**src/shared/t16tec_pkg.sv**
```systemverilog
// Purpose: constants, offsets and field layout of the 16-bit timer/event counter
// Assumes: sys_clk at 125 MHz, byte-wide register port with 3 address bits
// Notes:   counts are derived from times in ns at the sys_clk period
package t16tec_pkg;

	// clock and source-clock timing
	localparam int SYS_CLK_PERIOD_NS = 8;
	localparam int SRC00_NS          = 128000;
	localparam int SRC01_NS          = 8000;
	localparam int SRC10_NS          = 500;
	localparam int SRC_SLOW_NS       = 244140;
	localparam int SRC00_CYC         = SRC00_NS / SYS_CLK_PERIOD_NS;
	localparam int SRC01_CYC         = SRC01_NS / SYS_CLK_PERIOD_NS;
	localparam int SRC10_CYC         = SRC10_NS / SYS_CLK_PERIOD_NS;
	localparam int SRC_SLOW_CYC      = SRC_SLOW_NS / SYS_CLK_PERIOD_NS;
	localparam int PRS_W             = 15;

	// input noise rejection: pulses up to this width are dropped
	localparam int FILT_REJ_NS       = 250;
	localparam int FILT_CYC          = (FILT_REJ_NS + SYS_CLK_PERIOD_NS - 1) / SYS_CLK_PERIOD_NS;
	localparam int FILT_W            = 6;

	// register offsets
	localparam logic [2:0] REG_CTRL    = 3'h0;
	localparam logic [2:0] REG_PER_LO  = 3'h1;
	localparam logic [2:0] REG_PER_HI  = 3'h2;
	localparam logic [2:0] REG_DUTY_LO = 3'h3;
	localparam logic [2:0] REG_DUTY_HI = 3'h4;
	localparam logic [2:0] REG_AUX     = 3'h5;
	localparam logic [2:0] REG_CNT_LO  = 3'h6;
	localparam logic [2:0] REG_CNT_HI  = 3'h7;

	// control and aux register fields
	localparam int CTRL_MODE_LSB  = 0;
	localparam int CTRL_CLK_LSB   = 3;
	localparam int CTRL_START_LSB = 5;
	localparam int CTRL_OPT_BIT   = 7;
	localparam int AUX_PRESC_BIT  = 0;
	localparam int AUX_TFF_BIT    = 1;
	localparam int AUX_RUN_BIT    = 2;

	// reset values
	localparam logic [7:0]  CTRL_RST = 8'h00;
	localparam logic [7:0]  AUX_RST  = 8'h00;
	localparam logic [15:0] PER_RST  = 16'hffff;
	localparam logic [15:0] DUTY_RST = 16'hffff;

	// mode codes
	localparam logic [2:0] MODE_TIMER  = 3'h0;
	localparam logic [2:0] MODE_TRIG   = 3'h1;
	localparam logic [2:0] MODE_EVENT  = 3'h2;
	localparam logic [2:0] MODE_WINDOW = 3'h3;
	localparam logic [2:0] MODE_PWM    = 3'h4;
	localparam logic [2:0] MODE_PPG    = 3'h5;

	// start field codes
	localparam logic [1:0] START_STOP = 2'h0;
	localparam logic [1:0] START_CMD  = 2'h1;
	localparam logic [1:0] START_RISE = 2'h2;
	localparam logic [1:0] START_FALL = 2'h3;

	// clock select codes
	localparam logic [1:0] CLK_SEL_00 = 2'h0;
	localparam logic [1:0] CLK_SEL_01 = 2'h1;

	typedef enum logic {TRG_IDLE, TRG_RUN} t16tec_trig_st_t;

endpackage : t16tec_pkg
```
**src/shared/t16tec_if.sv**
```systemverilog
// Purpose: carrier between the timer core, its prescaler and its input filter
// Assumes: all signals in the sys_clk domain
// Notes:   edges are one-cycle pulses
`timescale 1ns/10ps
interface t16tec_if;
	logic [1:0] clk_sel;
	logic       slow_sel;
	logic       src_tick;
	logic       pin_raw;
	logic       bypass;
	logic       pin_rise;
	logic       pin_fall;

	modport prs (input clk_sel, input slow_sel, output src_tick);
	modport flt (input pin_raw, input bypass, output pin_rise, output pin_fall);
	modport core (output clk_sel, output slow_sel, input src_tick,
		output pin_raw, output bypass, input pin_rise, input pin_fall);
endinterface : t16tec_if

```
**src/core/t16tec_filter.sv**
```systemverilog
// Purpose: noise rejection and edge detection on the timer input pin
// Assumes: pin already synchronous to sys_clk
// Notes:   a level must hold FILT_CYC+1 samples before it is accepted
`timescale 1ns/10ps
module t16tec_filter
	import t16tec_pkg::*;
(
	// clock and reset
	input  wire logic sys_clk,
	input  wire logic rst_b,
	// carrier
	t16tec_if.flt     bus
);
	logic              lvl_q;
	logic              lvl_d;
	logic [FILT_W-1:0] hold_q;
	logic [FILT_W-1:0] hold_d;
	logic              rise_q;
	logic              fall_q;
	logic              differs;
	logic              settled;

	assign differs = (bus.pin_raw != lvl_q);
	assign settled = (hold_q == FILT_W'(FILT_CYC));
	// low-speed modes take the pin as is
	assign lvl_d   = bus.bypass ? bus.pin_raw : ((differs && settled) ? bus.pin_raw : lvl_q);
	assign hold_d  = (bus.bypass || !differs || settled) ? '0 : hold_q + FILT_W'(1);
	assign bus.pin_rise = rise_q;
	assign bus.pin_fall = fall_q;

	always_ff @(posedge sys_clk or negedge rst_b) begin
		if (!rst_b) begin
			lvl_q  <= 1'b0;
			hold_q <= '0;
			rise_q <= 1'b0;
			fall_q <= 1'b0;
		end else begin
			lvl_q  <= lvl_d;
			hold_q <= hold_d;
			rise_q <= lvl_d & ~lvl_q;
			fall_q <= ~lvl_d & lvl_q;
		end
	end
endmodule : t16tec_filter

```
**src/core/t16tec_prescale.sv**
```systemverilog
// Purpose: free-running source clock tick for the timer
// Assumes: divisors given in sys_clk cycles
// Notes:   runs even while the timer is stopped so buffered loads still land
`timescale 1ns/10ps
module t16tec_prescale
	import t16tec_pkg::*;
#(
	parameter int CYC00     = SRC00_CYC,
	parameter int CYC_SLOW  = SRC_SLOW_CYC
) (
	// clock and reset
	input  wire logic sys_clk,
	input  wire logic rst_b,
	// carrier
	t16tec_if.prs     bus
);
	logic [PRS_W-1:0] div_cnt_q;
	logic [PRS_W-1:0] div_cnt_d;
	logic [PRS_W-1:0] div_last;
	logic             tick_q;
	logic             wrap;

	// slow clock wins for code 00 when the slow path is selected
	assign div_last = (bus.clk_sel == CLK_SEL_00) ?
		(bus.slow_sel ? PRS_W'(CYC_SLOW - 1) : PRS_W'(CYC00 - 1)) :
		(bus.clk_sel == CLK_SEL_01) ? PRS_W'(SRC01_CYC - 1) : PRS_W'(SRC10_CYC - 1);
	// >= guards against a divisor change below the running count
	assign wrap      = (div_cnt_q >= div_last);
	assign div_cnt_d = wrap ? '0 : div_cnt_q + PRS_W'(1);
	assign bus.src_tick = tick_q;

	always_ff @(posedge sys_clk or negedge rst_b) begin
		if (!rst_b) begin
			div_cnt_q <= '0;
			tick_q    <= 1'b0;
		end else begin
			div_cnt_q <= div_cnt_d;
			tick_q    <= wrap;
		end
	end
endmodule : t16tec_prescale

```
**src/core/t16tec_top.sv**
```systemverilog
// Purpose: 16-bit up-counter timer with external trigger and event counting
// Assumes: byte register port, read data one cycle after the read strobe
// Notes:   window, pulse width and pulse output modes hold the counter at zero
`timescale 1ns/10ps
module t16tec_top
	import t16tec_pkg::*;
#(
	parameter int SRC00_CYCLES    = SRC00_CYC,
	parameter int SRC_SLOW_CYCLES = SRC_SLOW_CYC
) (
	// clock and reset
	input  wire logic       sys_clk,
	input  wire logic       rst_b,
	// register port
	input  wire logic [2:0] reg_addr,
	input  wire logic [7:0] reg_wdata,
	input  wire logic       reg_wr,
	input  wire logic       reg_rd,
	output logic      [7:0] reg_rdata,
	// power state
	input  wire logic       stop_mode_enter,
	input  wire logic       low_speed_mode,
	// timer pin and interrupt
	input  wire logic       timer_input_pin,
	output logic            match_interrupt
);
	t16tec_if bus ();

	// register state
	logic [7:0]      timer_control_reg_q;
	logic [7:0]      timer_control_reg_d;
	logic [7:0]      aux_q;
	logic [7:0]      per_lo_buf_q;
	logic [7:0]      per_hi_buf_q;
	logic            per_pend_q;
	logic [15:0]     period_compare_reg_q;
	logic [7:0]      duty_lo_buf_q;
	logic [7:0]      duty_hi_buf_q;
	logic            duty_pend_q;
	logic [15:0]     duty_capture_reg_q;
	logic [15:0]     duty_capture_reg_d;
	logic [7:0]      rdata_q;
	logic [7:0]      rd_mux;

	// counter state
	logic [15:0]     cnt_q;
	logic [15:0]     cnt_d;
	t16tec_trig_st_t st_q;
	t16tec_trig_st_t st_d;
	logic            irq_q;
	logic            irq_d;

	// decode
	wire wr_ctrl    = reg_wr && (reg_addr == REG_CTRL);
	wire wr_per_lo  = reg_wr && (reg_addr == REG_PER_LO);
	wire wr_per_hi  = reg_wr && (reg_addr == REG_PER_HI);
	wire wr_duty_lo = reg_wr && (reg_addr == REG_DUTY_LO);
	wire wr_duty_hi = reg_wr && (reg_addr == REG_DUTY_HI);
	wire wr_aux     = reg_wr && (reg_addr == REG_AUX);

	// control fields
	wire [2:0] mode_select_field   = timer_control_reg_q[CTRL_MODE_LSB +: 3];
	wire [1:0] clock_select_field  = timer_control_reg_q[CTRL_CLK_LSB +: 2];
	wire [1:0] start_control_field = timer_control_reg_q[CTRL_START_LSB +: 2];
	wire       opt_bit             = timer_control_reg_q[CTRL_OPT_BIT];
	wire       prescaler_select    = aux_q[AUX_PRESC_BIT];

	wire running         = (start_control_field != START_STOP);
	wire is_timer        = (mode_select_field == MODE_TIMER);
	wire is_trig         = (mode_select_field == MODE_TRIG);
	wire is_event        = (mode_select_field == MODE_EVENT);
	wire is_window       = (mode_select_field == MODE_WINDOW);
	// the option bit doubles as capture enable and trigger stop enable
	wire auto_capture_enable = opt_bit && (is_timer || is_event || is_window);
	wire trigger_stop_enable = opt_bit && is_trig;

	// edge selection by the start field: falling only for code 11
	wire fall_sel  = (start_control_field == START_FALL);
	wire sel_edge  = fall_sel ? bus.pin_fall : bus.pin_rise;
	wire opp_edge  = fall_sel ? bus.pin_rise : bus.pin_fall;

	wire [15:0] cnt_inc   = cnt_q + 16'h0001;
	wire        inc_match = (cnt_inc == period_compare_reg_q);
	wire        cnt_match = (cnt_q == period_compare_reg_q);
	wire        src_tick  = bus.src_tick;
	// event mode takes the counting edge as its source clock
	wire        cap_tick  = is_event ? sel_edge : src_tick;

	// carrier
	assign bus.clk_sel  = clock_select_field;
	assign bus.slow_sel = prescaler_select || low_speed_mode;
	assign bus.pin_raw  = timer_input_pin;
	assign bus.bypass   = low_speed_mode;

	t16tec_prescale #(
		.CYC00    (SRC00_CYCLES),
		.CYC_SLOW (SRC_SLOW_CYCLES)
	) u_prescale (
		.sys_clk (sys_clk),
		.rst_b   (rst_b),
		.bus     (bus.prs)
	);

	t16tec_filter u_filter (
		.sys_clk (sys_clk),
		.rst_b   (rst_b),
		.bus     (bus.flt)
	);

	// control write; stop entry beats a same-cycle software start
	always_comb begin
		timer_control_reg_d = wr_ctrl ? reg_wdata : timer_control_reg_q;
		if (stop_mode_enter) begin
			timer_control_reg_d[CTRL_START_LSB +: 2] = START_STOP;
		end
	end

	// capture wins over a buffered load on the same tick
	always_comb begin
		duty_capture_reg_d = duty_capture_reg_q;
		if (src_tick && duty_pend_q) begin
			duty_capture_reg_d = {duty_hi_buf_q, duty_lo_buf_q};
		end
		if (running && auto_capture_enable && cap_tick) begin
			duty_capture_reg_d = cnt_q;
		end
	end

	// counting engine
	always_comb begin
		cnt_d = cnt_q;
		st_d  = st_q;
		irq_d = 1'b0;
		if (!running) begin
			cnt_d = 16'h0000;
			st_d  = TRG_IDLE;
		end else begin
			unique case (mode_select_field)
				MODE_TIMER: begin
					if (src_tick) begin
						cnt_d = inc_match ? 16'h0000 : cnt_inc;
						irq_d = inc_match;
					end
				end
				MODE_TRIG: begin
					unique case (st_q)
						TRG_IDLE: begin
							if (sel_edge) begin
								st_d  = TRG_RUN;
								cnt_d = 16'h0000;
							end
						end
						TRG_RUN: begin
							if (trigger_stop_enable && opp_edge) begin
								cnt_d = 16'h0000;
								st_d  = TRG_IDLE;
							end else if (src_tick) begin
								// repeated trigger edges are ignored while running
								cnt_d = inc_match ? 16'h0000 : cnt_inc;
								irq_d = inc_match;
								st_d  = inc_match ? TRG_IDLE : TRG_RUN;
							end
						end
					endcase
				end
				MODE_EVENT: begin
					if (sel_edge) begin
						cnt_d = cnt_inc;
					end else if (opp_edge && cnt_match) begin
						cnt_d = 16'h0000;
						irq_d = 1'b1;
					end
				end
				default: begin
					// window, pulse width and pulse output are not built here
					cnt_d = 16'h0000;
					st_d  = TRG_IDLE;
				end
			endcase
		end
	end

	// read selection
	assign rd_mux = (reg_addr == REG_CTRL)    ? timer_control_reg_q :
		(reg_addr == REG_PER_LO)  ? period_compare_reg_q[7:0] :
		(reg_addr == REG_PER_HI)  ? period_compare_reg_q[15:8] :
		(reg_addr == REG_DUTY_LO) ? duty_capture_reg_q[7:0] :
		(reg_addr == REG_DUTY_HI) ? duty_capture_reg_q[15:8] :
		(reg_addr == REG_AUX)     ? {aux_q[7:3], running, aux_q[1:0]} :
		(reg_addr == REG_CNT_LO)  ? cnt_q[7:0] : cnt_q[15:8];

	assign reg_rdata       = rdata_q;
	assign match_interrupt = irq_q;

	always_ff @(posedge sys_clk or negedge rst_b) begin
		if (!rst_b) begin
			timer_control_reg_q <= CTRL_RST;
			aux_q               <= AUX_RST;
			rdata_q             <= 8'h00;
		end else begin
			timer_control_reg_q <= timer_control_reg_d;
			if (wr_aux) begin
				aux_q <= {5'h00, 1'b0, reg_wdata[AUX_TFF_BIT], reg_wdata[AUX_PRESC_BIT]};
			end
			rdata_q <= reg_rd ? rd_mux : 8'h00;
		end
	end

	// period buffer: only the upper write arms the load
	always_ff @(posedge sys_clk or negedge rst_b) begin
		if (!rst_b) begin
			per_lo_buf_q         <= PER_RST[7:0];
			per_hi_buf_q         <= PER_RST[15:8];
			per_pend_q           <= 1'b0;
			period_compare_reg_q <= PER_RST;
		end else begin
			if (wr_per_lo) begin
				per_lo_buf_q <= reg_wdata;
			end
			if (wr_per_hi) begin
				per_hi_buf_q <= reg_wdata;
			end
			// a new upper write in the tick cycle keeps the load pending
			per_pend_q <= wr_per_hi || (per_pend_q && !src_tick);
			if (src_tick && per_pend_q) begin
				period_compare_reg_q <= {per_hi_buf_q, per_lo_buf_q};
			end
		end
	end

	// duty buffer, shared with the capture value
	always_ff @(posedge sys_clk or negedge rst_b) begin
		if (!rst_b) begin
			duty_lo_buf_q      <= DUTY_RST[7:0];
			duty_hi_buf_q      <= DUTY_RST[15:8];
			duty_pend_q        <= 1'b0;
			duty_capture_reg_q <= DUTY_RST;
		end else begin
			if (wr_duty_lo) begin
				duty_lo_buf_q <= reg_wdata;
			end
			if (wr_duty_hi) begin
				duty_hi_buf_q <= reg_wdata;
			end
			duty_pend_q        <= wr_duty_hi || (duty_pend_q && !src_tick);
			duty_capture_reg_q <= duty_capture_reg_d;
		end
	end

	always_ff @(posedge sys_clk or negedge rst_b) begin
		if (!rst_b) begin
			cnt_q <= 16'h0000;
			st_q  <= TRG_IDLE;
			irq_q <= 1'b0;
		end else begin
			cnt_q <= cnt_d;
			st_q  <= st_d;
			irq_q <= irq_d;
		end
	end
endmodule : t16tec_top

```
**config.mk**
```make
export PLATFORM = sky130hd
export DESIGN_NAME = t16tec_top
export DESIGN_NICKNAME = d
export VERILOG_FILES = /design/src/shared/t16tec_pkg.sv /design/src/shared/t16tec_if.sv /design/src/core/t16tec_filter.sv /design/src/core/t16tec_prescale.sv /design/src/core/t16tec_top.sv
export SDC_FILE = /design/constraint.sdc
export NUM_CORES = 1
export LEC_CHECK = 0
export ABC_CLOCK_PERIOD_IN_PS = 4500
export BUFFER_PORTS_ARGS = -buffer_cell sky130_fd_sc_hd__buf_4
export CAP_MARGIN = 30
export CELL_PAD_IN_SITES_DETAIL_PLACEMENT = 1
export CELL_PAD_IN_SITES_GLOBAL_PLACEMENT = 1
export CORE_MARGIN = 10
export CORE_UTILIZATION = 50
export DETAILED_ROUTE_END_ITERATION = 16
export GPL_TIMING_DRIVEN = 0
export PLACE_DENSITY = 0.89
export SYNTH_ARGS = -nofsm -noshare
export SYNTH_HDL_FRONTEND = slang
export SYNTH_HIERARCHICAL = 1
export SYNTH_SLANG_ARGS = --single-unit
```
**constraint.sdc**
```tcl
create_clock -name sys_clk -period 4.5 [get_ports sys_clk]
set_input_delay 0.9 -clock sys_clk [delete_from_list [all_inputs] [get_ports sys_clk]]
set_output_delay 0.9 -clock sys_clk [all_outputs]
set_load 0.01 [all_outputs]
```
==> reports/summary.txt <==
status - finished clean
clk buf depth - 2
core area - 14000 um^2
Synth Area in Simple Gates - 15.7%
Lkg Pwr - 3.49 nW
global-route wire length before repair - 39.8 mm
Critical Path Start Type - primary input
post-route cell area - 8310 um^2
synth-to-layout area growth - 14.8%
multiplexer area fraction after synthesis - 14.2%
Placed Instance Area - 7690 um^2
CP bufs+invs - 2
Reg2Reg Launch Point - aux_q[0]
arrival time at the worst endpoint - 3730 ps
worst path cell trace - buf_4 -> or2_2 -> or3_1 -> nor2b_1 -> ha_1 -> nand3_1 -> or4_1 -> o211ai_1 -> buf_2 -> nor3_1
Min-Delay Path Class - in -> async
predominant post-synthesis flop cell - dfstp_2
port bufs - 24
largest net degree at the start of global routing - 98
Synth Instances - 697
RSZ-0062 raised after global routing - no
Post-CTS Resized - 0
initial core utilization - 51.6%
Via Count - 6337
drt drc - 0
HPWL reported at the end of detailed placement - 16.8 mm
Synth async-reset ratio - 100%
Setup TNS - 0 ps
Mapped Nets - 732
XOR/XNOR share of the synthesized area - 4.60%
reg2reg setup slack - 1150 ps
Tmin final - 3460 ps
gpl congestion - 0.949
initial antenna violation count - 0
Fin Clk Skew - 10.2 ps
footprint of the multi-input gates - 3710 um^2
CTS Buf Count - 17
Mapped Area - 7240 um^2
Worst Setup SP - low_speed_mode
mean area per synthesized cell - 10.4 um^2
ant diodes - 0
CP Capture Type - flop
maximum fanout along the worst path - 10
dominant cell type by area after synthesis - dfstp_2
std cell rows - 43
post-synthesis sequential area ratio - 45.0%
die area - 19700 um^2
CP max-delay cell - or4_1
Fillers - 1506
Final ANT Viol Nets - 0
Yosys cell types - 67
number of flops mapped to enable cells by yosys - 0
r2r endpoint - u_prescale/div_cnt_q[13]
total gr overflow - 0
# IOs - 27
CTS H-tree depth - 4
Highest Clock Rate - 289 MHz
PwrDens - 549 nW/um^2
cells on worst reg2reg path - 9
Max stage delay on crit path - 540 ps
post-CTS setup buffers - 0
Synth area leaders - dfstp_2 23%, dfrtp_1 22%, mux2_2 10%
drt via density - 6.77
Die W - 140 um
worst skew pair latency - 430 ps
Worst-path clk slew - 60 ps
router iterations before antenna repair - 5
Die Y - 140 um
main combinational cell family by area after synthesis - simple AND/OR/NAND/NOR gates
post-synthesis compound-gate area fraction - 13.7%
final wirelength - 25.3 mm
period utilisation layout - 76.9%
CTS tree - done
All-Layer GR Usage - 25.5%
vias in the first global route - 6833
CP Depth - 10
GR peak layer - met2
critical path's top delay family - simple AND/OR/NAND/NOR gates
max-slew violations - 0
Post-Synth Adder-Cell Area - 2.94%
Hold Fails Final Rpt - 0
average wire per standard cell - 27.0 um
max cap viols - 0
nets@finish - 778
# hold bufs at CTS - 0
met3 usage - 7.13%
CP Data Required Time - 4770 ps
initial DRC count - 556
register area - 3260 um^2
M1 GR Usage - 30.8%
Synth top area share - 23.2%
# setup viols final - 0
synth warn - 6
relative slew slack - 43.5%
worst-margin pin slew - 848 ps
CP Capture Point - u_prescale/div_cnt_q[13]
Yosys reg bits - 127
Worst VDD drop - 0.345 mV
GR Layer Usage met2 - 41.9%
layout cell share with drive strength beyond 1 - 28.8%
Root Driver - clkbuf_16
Sink Count - 127
Worst Path Class, Setup - in -> reg
## final cells by class
type | instances | area share [%]
Inverter | 18 | 0.813
Sequential cell | 127 | 39.2
Clock buffer | 18 | 5.42
Clock inverter | 14 | 2.06
Buffer | 47 | 2.50
Timing Repair Buffer | 27 | 2.72
Tap cell | 180 | 2.71
Multi-Input combinational cell | 505 | 44.6
## stage by stage
| step | hold slack [ps] | setup WS (ps) | std cells | util (%) | power [mW] |
|---|---|---|---|---|---|
| after floorplan | 454 | 1330 | 697 | - | 2.52 |
| after global placement | 462 | 946 | 901 | 54.4 | 2.82 |
| after detailed placement | 474 | 862 | 904 | 54.8 | 2.96 |
| after CTS | 366 | 1130 | 936 | 59.2 | 4.52 |
| after global routing | 368 | 1010 | 936 | 59.2 | 4.73 |
| final | 351 | 1040 | 936 | 59.2 | 4.56 |
## Yosys cell counts (all sizes together), types with 6 or more instances
cell type and n:
nand2 57, nand4 15, xnor2 24, nor3 25, clkbuf 28, inv 18, dfstp 64, mux2i 31
nor2 26, ha 17, xor2 14, or3 7, a31oi 21, a221oi 6, o21ai 40, mux2 64
o211ai 7, nor4 7, a21oi 29, buf 19, dfrtp 63, nand3 21, nand2b 11
## worst min path at each step
stage                           end  slack [ps]  depth (start not counted)
floorplan               duty_pend_q         450                          1
global route        match_interrupt         370                          1
global placement        duty_pend_q         460                          1
finish              match_interrupt         350                          1
detailed placement       per_pend_q         470                          1
CTS                 match_interrupt         370                          1
## layer usage
metal,up-vias,share of wire (%)
met3,76,7.7
met5,-,0
met2,335,48
li1,2662,-
met1,3264,41
met4,0,3.1
## layout by cell type (no fill, tap or decap), types with 7 or more instances in the layout
| cell | netlist | final |
|---|---|---|
| clkbuf_1 | 26 | 26 |
| nand2_1 | 57 | 57 |
| nand3_1 | 19 | 19 |
| dfrtp_1 | 63 | 63 |
| nor2_1 | 26 | 26 |
| nand2b_1 | 11 | 11 |
| ha_1 | 17 | 17 |
| xor2_1 | 14 | 14 |
| dfstp_2 | 64 | 64 |
| clkbuf_16 | 0 | 18 |
| mux2i_1 | 31 | 31 |
| buf_2 | 11 | 11 |
| mux2_2 | 64 | 64 |
| or3_1 | 7 | 7 |
| buf_4 | 2 | 27 |
| a31oi_1 | 21 | 21 |
| nand4_1 | 14 | 14 |
| o21ai_0 | 38 | 38 |
| inv_1 | 18 | 18 |
| o211ai_1 | 7 | 7 |
| nor3_1 | 24 | 24 |
| xnor2_1 | 24 | 24 |
| a21oi_1 | 28 | 28 |
## worst register-to-register path: stages (launching register included)
cell	delay [ps]
dfrtp_1	440
or2_2	330
or3_1	420
nor2b_1	180
ha_1	330
nand3_1	150
or4_1	540
o211ai_1	340
buf_2	360
nor3_1	110
## logic make-up after synthesis
family	Yosys count
multiplexers	95
flip-flops	127
buffers and inverters	65
AO/OA/AOI/OAI	150
adder cells (fa/ha/maj)	17
XOR/XNOR	38
AND/OR/NAND/NOR	205
## where the power goes
group          total (mW)  internal [mW]  switching [mW]
clock                1.47          0.870           0.602
combinational        1.16          0.506           0.656
sequential           1.93           1.57           0.364
total                4.56           2.94            1.62
## sequential cells by signal (all words and copies together), names as in the netlist, 15 cells and up
| signal | flops |
|---|---|
| cnt_q | 16 |
| u_prescale/div_cnt_q | 15 |
| duty_capture_reg_q | 16 |
| period_compare_reg_q | 16 |
No activity file was read; power rests on OpenSTA's default activity.
